<file path="src/core/ppc_pkg.sv">
// Shared constants and types for the programmer command port
package ppc_pkg;
  localparam int DATA_W = 8;
  localparam int ADDR_W = 12;
  localparam int CODE_W = 3;
  // Status word bit positions (one-hot)
  localparam logic [2:0] ST_BUSY = 3'h0;
  localparam logic [2:0] ST_DONE = 3'h1;
  localparam logic [2:0] ST_FAIL = 3'h2;
  localparam logic [2:0] ST_FUSED = 3'h3;
  localparam logic [2:0] ST_RANGE = 3'h4;
  localparam logic [2:0] ST_HWFAIL = 3'h5;
  localparam logic [2:0] ST_NOCARD = 3'h6;
  localparam logic [2:0] ST_ORIENT = 3'h7;
  // Control and upper address byte fields
  localparam int CTL_SPARE = 7;
  localparam int CTL_START_RD = 6;
  localparam int CTL_SOCKET = 5;
  localparam int CTL_NIBBLE = 4;
  localparam int CTL_HI_MSB = 3;
  localparam logic [7:0] CTL_WRITE_MASK = 8'h7f;
  localparam logic [3:0] NIBBLE_ZERO = 4'h0;
  localparam logic [7:0] BYTE_ONES = 8'hff;
  // Read acknowledge limit for the prefetch method
  localparam int CLK_PERIOD_NS = 25;
  localparam int ACK_LIMIT_NS = 1000;
  localparam int ACK_LIMIT_CYC = ACK_LIMIT_NS / CLK_PERIOD_NS;
  localparam logic [7:0] ACK_LIMIT_CNT = 8'(ACK_LIMIT_CYC);
  // Host write strobe width in cycles
  localparam logic [7:0] STROBE_CNT = 8'h02;
  localparam logic [7:0] CNT_ONE = 8'h01;
  localparam logic [7:0] CNT_ZERO = 8'h00;
  // Host command port offsets (byte addresses)
  localparam logic [7:0] HREG_CTRL = 8'h00;
  localparam logic [7:0] HREG_LADDR = 8'h04;
  localparam logic [7:0] HREG_PDATA = 8'h08;
  localparam logic [7:0] HREG_RSTAT = 8'h0c;
  localparam logic [7:0] HREG_RDATA = 8'h10;
  localparam logic [7:0] HREG_INFO = 8'h14;
  typedef enum logic [2:0] {DS_IDLE, DS_CHECK, DS_RUN, DS_ACK} ppc_dev_st_type;
  typedef enum logic [1:0] {OP_PROG, OP_PREFETCH, OP_FETCH} ppc_op_type;
  typedef enum logic [1:0] {HS_IDLE, HS_WSTROBE, HS_RWAIT} ppc_host_st_type;
endpackage

</file>
<file path="src/core/ppc_link_if.sv">
// Parallel byte link between control computer and programmer
`timescale 1ns/1ps
interface ppc_link_if;
  logic [7:0] host_data_n;
  logic ctrl_upper_addr_strobe_n;
  logic lower_addr_strobe_n;
  logic program_data_strobe_n;
  logic read_data_strobe_n;
  logic read_status_strobe_n;
  logic host_ack_n;
  logic [7:0] readBus_n;
  modport dev (
    input host_data_n, ctrl_upper_addr_strobe_n, lower_addr_strobe_n, program_data_strobe_n,
    input read_data_strobe_n, read_status_strobe_n,
    output host_ack_n, readBus_n
  );
  modport host (
    output host_data_n, ctrl_upper_addr_strobe_n, lower_addr_strobe_n, program_data_strobe_n,
    output read_data_strobe_n, read_status_strobe_n,
    input host_ack_n, readBus_n
  );
endinterface

</file>
<file path="src/core/ppc_device.sv">
// Programmer end of the command port: latches, status word, read logic
// Notes on behaviour
// - Host checks busy bit before starting
// - Status word on read bus outside data read cycles
// - Status strobe answered by acknowledge only
// - Bit 0 busy during program operation
// - Bits 1-3: done, fail, fused bit
// - Bits 4-7: range, hardware, card, orientation
// - One status bit only; ignore others busy
// - Control byte with its strobe, top zero
// - Control bit 6 starts a read
// - Control bit 5 selects socket one
// - Control bit 4 picks programmed nibble
// - Address is upper nibble plus low byte
// - Program strobe latches data, sets busy
// - Programming continues after strobe release
// - Programming indicator while writing target
// - Update status, then clear busy
// - Host polls busy, then reads status
// - Read strobe returns data with acknowledge
// - Host releases strobe on acknowledge
// - Prefetched data acknowledged within one microsecond
// - Four-bit data in low half
// - Strobe release restores status on bus
// - Strobes, acknowledge and data active low
`timescale 1ns/1ps
module ppc_device
  import ppc_pkg::*;
(
  input wire logic clk,
  input wire logic arst_n,
  ppc_link_if.dev link,
  output logic [ADDR_W-1:0] tgtAddr,
  output logic [DATA_W-1:0] tgtWrData,
  output logic tgtSocket1,
  output logic tgtCtrlSpare,
  output logic tgtReq,
  output logic tgtWrite,
  input wire logic tgtDone,
  input wire logic [CODE_W-1:0] tgtResult,
  input wire logic [DATA_W-1:0] tgtRdData,
  input wire logic tgtFourBit,
  input wire logic cardPresent,
  input wire logic [ADDR_W-1:0] tgtLastAddr,
  output logic programming,
  output logic program_active_latch_n,
  output logic [7:0] statusWord
);
  typedef struct packed {
    ppc_dev_st_type st;
    ppc_op_type op;
    logic prevCtrl;
    logic prevLow;
    logic prevProg;
    logic prevRead;
    logic [7:0] ctrlByte;
    logic [7:0] lowByte;
    logic [7:0] wrByte;
    logic [CODE_W-1:0] code;
    logic [7:0] rdData;
    logic rdValid;
    logic dataCyc;
    logic ackN;
    logic [7:0] busN;
  } ppc_dev_type;

  ppc_dev_type s;
  ppc_dev_type next_s;
  logic [7:0] hostData;
  logic ctrlOn;
  logic lowOn;
  logic progOn;
  logic readOn;
  logic statusOn;
  logic [ADDR_W-1:0] addr;

  // Strobes and data lines are active low on the link
  assign hostData = ~link.host_data_n;
  assign ctrlOn = !link.ctrl_upper_addr_strobe_n;
  assign lowOn = !link.lower_addr_strobe_n;
  assign progOn = !link.program_data_strobe_n;
  assign readOn = !link.read_data_strobe_n;
  assign statusOn = !link.read_status_strobe_n;
  assign addr = {s.ctrlByte[CTL_HI_MSB:0], s.lowByte};

  // One-hot status word from the stored code
  ppc_status_decoder ppc_status_decoder_i (
    .code(s.code),
    .word(statusWord)
  );

  // Next-state logic
  always_comb
  begin
    next_s = s;
    next_s.prevCtrl = ctrlOn;
    next_s.prevLow = lowOn;
    next_s.prevProg = progOn;
    next_s.prevRead = readOn;
    case (s.st)
      DS_IDLE:
      begin
        if (lowOn && !s.prevLow)
        begin
          next_s.lowByte = hostData;
        end
        if (ctrlOn && !s.prevCtrl)
        begin
          next_s.ctrlByte = hostData;
          next_s.rdValid = 1'b0;
          if (hostData[CTL_START_RD])
          begin
            next_s.op = OP_PREFETCH;
            next_s.code = ST_BUSY;
            next_s.st = DS_CHECK;
          end
        end
        else if (progOn && !s.prevProg)
        begin
          next_s.wrByte = hostData;
          next_s.op = OP_PROG;
          next_s.code = ST_BUSY;
          next_s.rdValid = 1'b0;
          next_s.st = DS_CHECK;
        end
        else if (readOn && !s.prevRead)
        begin
          next_s.dataCyc = 1'b1;
          next_s.busN = BYTE_ONES;
          if (s.rdValid)
          begin
            // Prefetched data answered at once
            next_s.busN = ~s.rdData;
            next_s.ackN = 1'b0;
            next_s.rdValid = 1'b0;
            next_s.st = DS_ACK;
          end
          else
          begin
            next_s.op = OP_FETCH;
            next_s.code = ST_BUSY;
            next_s.st = DS_CHECK;
          end
        end
      end
      DS_CHECK:
      begin
        // Card and range are checked before the target is touched
        if (!cardPresent)
        begin
          next_s.code = ST_NOCARD;
        end
        else if (addr > tgtLastAddr)
        begin
          next_s.code = ST_RANGE;
        end
        if (!cardPresent || addr > tgtLastAddr)
        begin
          next_s.rdData = '0;
          next_s.st = DS_IDLE;
          if (s.op == OP_FETCH)
          begin
            next_s.busN = ~next_s.rdData;
            next_s.ackN = 1'b0;
            next_s.st = DS_ACK;
          end
        end
        else
        begin
          next_s.st = DS_RUN;
        end
      end
      DS_RUN:
      begin
        // Runs to completion regardless of the strobe
        if (tgtDone)
        begin
          next_s.code = tgtResult;
          next_s.st = DS_IDLE;
          if (s.op != OP_PROG)
          begin
            next_s.rdData = tgtFourBit ? {NIBBLE_ZERO, tgtRdData[3:0]} : tgtRdData;
            next_s.rdValid = (s.op == OP_PREFETCH) && (tgtResult == ST_DONE);
          end
          if (s.op == OP_FETCH)
          begin
            next_s.busN = ~next_s.rdData;
            next_s.ackN = 1'b0;
            next_s.st = DS_ACK;
          end
        end
      end
      DS_ACK:
      begin
        // Hold data and acknowledge until the strobe is released
        if (!readOn)
        begin
          next_s.ackN = 1'b1;
          next_s.dataCyc = 1'b0;
          next_s.st = DS_IDLE;
        end
      end
      default:
      begin
        next_s.st = DS_IDLE;
      end
    endcase
    // Outside data cycles: status on the bus, status strobe acknowledged
    if (!next_s.dataCyc)
    begin
      next_s.busN = ~statusWord;
      next_s.ackN = !statusOn;
    end
  end

  // State register; reset leaves the port idle and not busy
  always_ff @(posedge clk or negedge arst_n)
  begin
    if (!arst_n)
    begin
      s <= '{st: DS_IDLE, op: OP_PROG, code: ST_DONE, ackN: 1'b1, busN: ~8'h02, default: '0};
    end
    else
    begin
      s <= next_s;
    end
  end

  // Target side outputs, then acknowledge and read bus to the link
  assign tgtAddr = addr;
  assign tgtSocket1 = s.ctrlByte[CTL_SOCKET];
  assign tgtCtrlSpare = s.ctrlByte[CTL_SPARE];
  assign tgtReq = (s.st == DS_RUN);
  assign tgtWrite = (s.op == OP_PROG);
  assign tgtWrData = !tgtFourBit ? s.wrByte :
    (s.ctrlByte[CTL_NIBBLE] ? {NIBBLE_ZERO, s.wrByte[7:4]} : {NIBBLE_ZERO, s.wrByte[3:0]});
  assign programming = (s.st == DS_RUN) && (s.op == OP_PROG);
  assign program_active_latch_n = !((s.st != DS_IDLE) && (s.op == OP_PROG) && (s.st != DS_ACK));
  assign link.host_ack_n = s.ackN;
  assign link.readBus_n = s.busN;
endmodule

</file>
<file path="src/core/ppc_status_decoder.sv">
// Three-bit status code to one-hot status word
`timescale 1ns/1ps
module ppc_status_decoder
  import ppc_pkg::*;
(
  input wire logic [CODE_W-1:0] code,
  output logic [7:0] word
);
  // One bit per condition, only the coded one high
  for (genvar i = 0; i < 8; i++)
  begin : g_bit
    assign word[i] = (code == CODE_W'(i));
  end
endmodule

</file>
<file path="src/flat_wrapper.sv">
// flat-port wrapper written by rule: the top's interface ports become plain ports
module ppc_device_flat import ppc_pkg::*;
  (clk, arst_n, tgtAddr, tgtWrData, tgtSocket1, tgtCtrlSpare, tgtReq, tgtWrite, tgtDone, tgtResult, tgtRdData, tgtFourBit, cardPresent, tgtLastAddr, programming, program_active_latch_n, statusWord, link_host_data_n, link_ctrl_upper_addr_strobe_n, link_lower_addr_strobe_n, link_program_data_strobe_n, link_read_data_strobe_n, link_read_status_strobe_n, link_host_ack_n, link_readBus_n);
  ppc_link_if link_i ();
  input wire logic clk;
  input wire logic arst_n;
  output logic [ADDR_W-1:0] tgtAddr;
  output logic [DATA_W-1:0] tgtWrData;
  output logic tgtSocket1;
  output logic tgtCtrlSpare;
  output logic tgtReq;
  output logic tgtWrite;
  input wire logic tgtDone;
  input wire logic [CODE_W-1:0] tgtResult;
  input wire logic [DATA_W-1:0] tgtRdData;
  input wire logic tgtFourBit;
  input wire logic cardPresent;
  input wire logic [ADDR_W-1:0] tgtLastAddr;
  output logic programming;
  output logic program_active_latch_n;
  output logic [7:0] statusWord;
  input wire logic [$bits(link_i.host_data_n)-1:0] link_host_data_n;
  input wire logic [$bits(link_i.ctrl_upper_addr_strobe_n)-1:0] link_ctrl_upper_addr_strobe_n;
  input wire logic [$bits(link_i.lower_addr_strobe_n)-1:0] link_lower_addr_strobe_n;
  input wire logic [$bits(link_i.program_data_strobe_n)-1:0] link_program_data_strobe_n;
  input wire logic [$bits(link_i.read_data_strobe_n)-1:0] link_read_data_strobe_n;
  input wire logic [$bits(link_i.read_status_strobe_n)-1:0] link_read_status_strobe_n;
  output wire logic [$bits(link_i.host_ack_n)-1:0] link_host_ack_n;
  output wire logic [$bits(link_i.readBus_n)-1:0] link_readBus_n;
  assign link_i.host_data_n = link_host_data_n;
  assign link_i.ctrl_upper_addr_strobe_n = link_ctrl_upper_addr_strobe_n;
  assign link_i.lower_addr_strobe_n = link_lower_addr_strobe_n;
  assign link_i.program_data_strobe_n = link_program_data_strobe_n;
  assign link_i.read_data_strobe_n = link_read_data_strobe_n;
  assign link_i.read_status_strobe_n = link_read_status_strobe_n;
  assign link_host_ack_n = link_i.host_ack_n;
  assign link_readBus_n = link_i.readBus_n;
  ppc_device u_core (.clk(clk), .arst_n(arst_n), .link(link_i), .tgtAddr(tgtAddr), .tgtWrData(tgtWrData), .tgtSocket1(tgtSocket1), .tgtCtrlSpare(tgtCtrlSpare), .tgtReq(tgtReq), .tgtWrite(tgtWrite), .tgtDone(tgtDone), .tgtResult(tgtResult), .tgtRdData(tgtRdData), .tgtFourBit(tgtFourBit), .cardPresent(cardPresent), .tgtLastAddr(tgtLastAddr), .programming(programming), .program_active_latch_n(program_active_latch_n), .statusWord(statusWord));
endmodule
</file>
<file path="config.mk">
export PLATFORM = sky130hd
export DESIGN_NAME = ppc_device_flat
export DESIGN_NICKNAME = d
export VERILOG_FILES = /design/src/core/ppc_pkg.sv /design/src/core/ppc_link_if.sv /design/src/core/ppc_device.sv /design/src/core/ppc_status_decoder.sv /design/src/flat_wrapper.sv
export SDC_FILE = /design/constraint.sdc
export NUM_CORES = 1
export LEC_CHECK = 0
export BUFFER_PORTS_ARGS = -buffer_cell sky130_fd_sc_hd__buf_2
export CAP_MARGIN = 20
export CORE_MARGIN = 10
export CORE_UTILIZATION = 42
export DETAILED_ROUTE_END_ITERATION = 8
export GPL_TIMING_DRIVEN = 0
export PLACE_DENSITY = 0.65
export SKIP_LAST_GASP = 1
export SLEW_MARGIN = 20
export SYNTH_ARGS = -nofsm -noshare
export SYNTH_HDL_FRONTEND = slang
export SYNTH_SLANG_ARGS = --single-unit
</file>
<file path="constraint.sdc">
create_clock -name clk -period 2.2 [get_ports clk]
set_input_delay 0 -clock clk [delete_from_list [all_inputs] [get_ports clk]]
set_output_delay 0 -clock clk [all_outputs]
set_load 0.02 [all_outputs]
</file>
==> flow_metrics.tcl <==
set metrics [dict create \
    crit_arrival_ps 2430 \
    critical_path_required_ps 2410 \
    ys.flop_type "dfrtp_1" \
    ir_worst_vdd_mv 0.5705 \
    die-area_um2 12210 \
    drc 0 \
    dieHeight_um 110.5 \
    worst_slack_ps -21.56 \
    finalMaxSlewViolations 0 \
    rsz0062_at_grt "true" \
    fmax_ghz 0.4501 \
    hpwl_um 7475 \
    wl_per_cell_um 16.21 \
    synthArstFlopShare_pct 100.0 \
    drt_iter0_drc 118 \
    hold_path_class "primary input to flop" \
    path_class "flop to flop" \
    viasPerCell 5.229 \
    clock_path_buffers 2 \
    ios 84 \
    syn-instance-count 389 \
    grtUsageTotal_pct 15.79 \
    grt_first_pass_wirelength_um 16650 \
    synthesis.nets 446 \
    dp.cells 573 \
    clkLatencyLatePin_ps 310 \
    cap_violations 0 \
    fin_nets 578 \
    portBuffers 82 \
    cellLeakagePower_nw 2.315 \
    grt_max_degree 54 \
    timing.final.crit_share_pct 101.0 \
    violations "negative setup slack" \
    worstSetupEndpointType "flop" \
    skew_ps 10.04 \
    area_delta_synth_final_pct 38.29 \
    start_util_pct 43.85 \
    tightest_slew_ps 677.8 \
    antenna_found_initial 0 \
    syn_area_um2 3441 \
    power.total_mw 6.138 \
    yosysUniqueCellTypes 56 \
    max-slew-margin-rel_pct 54.81 \
    drt_wl_total_um 10110 \
    ys_warn_count 0 \
    row_count 32 \
    die_w_um 110.5 \
    yosysTopAreaCellShare_pct 32.00 \
    power.density_nw_per_um2 1290 \
    synthTopCellsByArea "dfrtp_1 (32%), dfstp_2 (6.9%), o21ai_0 (6.0%)" \
    cts_sinks 53 \
    place_ws_ps -381.3 \
    gp_congestion 0.8659 \
    stdcell_count 624 \
    overflow 0 \
    design.core.area_um2 7848 \
    first_pass_iters 4 \
    holdWs_ps 68.49 \
    synth_seq_area_share_pct 38.87 \
    diodes 0 \
    synth-edff-count 0 \
    status "finished with violations" \
    numCtsBuffers 5 \
    synth_top_cell_by_area "dfrtp_1" \
    start_kind "flop" \
    drive_above_1_share_pct 39.08 \
    hold_viol 0 \
    ys_ff_latch 53 \
    setup_viol 12 \
    num_vias 3263 \
    period_minus_slack_ps 2222 \
    grt_pass1_vias 3412 \
    htree_num_levels 2 \
    clkSlewWorstSetupHoldPaths_ps 110 \
    cts_tree "yes" \
    cts_root_buf "clkbuf_8" \
    ant_nets 0 \
    cp_max_fo 5 \
    postSynthAreaPerCell_um2 8.845 \
]
[path summary, 6_finish.rpt]
path                                                 startpoint                                    to  slack (ps)  cells past startpoint
max in group asynchronous                                arst_n              u_core.s[53]$_DFFE_PN0P_        1460                      2
hold / removal                                     tgtResult[2]              u_core.s[21]$_DFFE_PN0P_          70                      4
min in group asynchronous                                arst_n              u_core.s[12]$_DFFE_PN0P_         260                      2
setup / recovery                 u_core.tgtAddr[11]$_DFFE_PN0P_              u_core.s[16]$_DFFE_PN0P_         -20                      9
setup reg to reg                 u_core.tgtAddr[11]$_DFFE_PN0P_              u_core.s[16]$_DFFE_PN0P_         -20                      9
hold reg to reg            u_core.link.readBus_n[5]$_DFFE_PN1P_  u_core.link.readBus_n[5]$_DFFE_PN1P_         470                      2
[state kept, by name (all words and copies together), names as in the netlist]
register,cells
u_core.tgtAddr,12
u_core.link.host_ack_n,1
u_core.s,30
u_core.tgtCtrlSpare,1
u_core.link.readBus_n,8
u_core.tgtSocket1,1
[cells in the mapped netlist, types with 2 or more instances]
cell type  instances
nand2b_1           5
dfrtp_1           44
o21ai_0           41
o41a_1             3
buf_4             22
a21oi_1           15
ha_1              16
dfstp_2            9
nor3b_1            3
nand3_1            7
nand2_1           53
o31a_1             3
o22ai_1            3
nand4_1            3
inv_1             32
mux2i_1            4
nand3b_1           2
nor2b_1            9
a211o_1            2
a31oi_1            3
or3_1              4
buf_2              5
nor3_1             5
o21bai_1           2
clkbuf_1          12
a21o_1            13
o21a_1             2
o211ai_1          10
mux2_2            12
nor2_1            16
o31ai_1            4
[repair_timing]
action	CTS	global route
gates resized for setup	23	26
pin swaps	16	15
endpoints found under the setup margin	22	31
cloned	0	1
hold buffers	20	0
endpoints found under the hold margin	78	0
setup buffers	14	12
[worst max-delay path, cell delays in order (launching register included)]
cell	delay, ps
dfrtp_1	440
ha_4	290
nand4_1	110
buf_6	150
or3_4	410
nor2_4	190
a21o_1	190
buf_6	140
o41a_1	130
o21ai_1	60
[kinds of logic (layout without fill, tap and decap cells)]
logic type	Yosys count	after routing	synth area share, %
mux	16	16	5.091
fa+ha+maj	16	16	5.818
compound gates	115	115	22.87
simple gates	116	116	16.58
buf+inv	73	206	10.76
flops	53	53	38.87
[metal layers]
| metal | part of all wire, % | routed length [um] | vias up | global-route usage (%) |
|---|---|---|---|---|
| met3 | 4.1 | 417 | 16 | 3.187 |
| met1 | 43 | 4347 | 1574 | 18.66 |
| met5 | 0 | 0 | - | 0 |
| li1 | - | - | 1600 | - |
| met4 | 1.3 | 131 | 0 | 3.368 |
| met2 | 52 | 5217 | 73 | 28.52 |
[power breakdown]
group          internal (mW)  total (mW)  switching [mW]  leakage [nW]
registers               1.38        1.69           0.308         0.650
clock network          0.348       0.706           0.358        0.0591
logic                   1.72        3.74            2.02          1.61
total                   3.45        6.14            2.69          2.32
[layout make-up]
cell class	count	area, um2
buffer	37	241.5
clock buffer	5	68.82
clock inverter	3	47.55
fill	709	3089
inverter	32	120.1
multi-input combinational	263	1982
sequential	53	1339
tap	102	127.6
timing repair buffer	129	832.0
[stage by stage]
stage,setup TNS (ps),instance area [um2],util [%]
floorplan,-178.3,3472,-
global placement,-4544,4010,51.10
detailed placement,-5257,4013,51.13
CTS,-216.5,4559,58.10
global route,-1418,4758,60.63
finish,-109.3,4758,60.63
[cells in the final DEF, fill, tap and decap left out, types with 3 or more instances in the layout]
| cell | instances |
|---|---|
| buf_4 | 48 |
| mux2_2 | 7 |
| nor2b_1 | 7 |
| buf_6 | 3 |
| dfstp_2 | 9 |
| or3_4 | 3 |
| o41a_1 | 3 |
| dfrtp_1 | 43 |
| nor3b_1 | 3 |
| a21o_1 | 12 |
| nor3_1 | 5 |
| clkbuf_1 | 8 |
| nor2_1 | 15 |
| nand3_1 | 6 |
| ha_1 | 8 |
| nand2b_1 | 5 |
| nand2_1 | 53 |
| o21ai_0 | 36 |
| buf_2 | 85 |
| dlygate4sd3_1 | 20 |
| o21ai_1 | 5 |
| nand4_1 | 3 |
| ha_4 | 6 |
| clkbuf_8 | 5 |
| mux2i_1 | 4 |
| mux2_4 | 5 |
| o31a_1 | 3 |
| a31oi_1 | 3 |
| a21oi_1 | 12 |
| inv_1 | 31 |
| o211ai_1 | 10 |
Note: power is estimated with default switching activity, not from simulation.
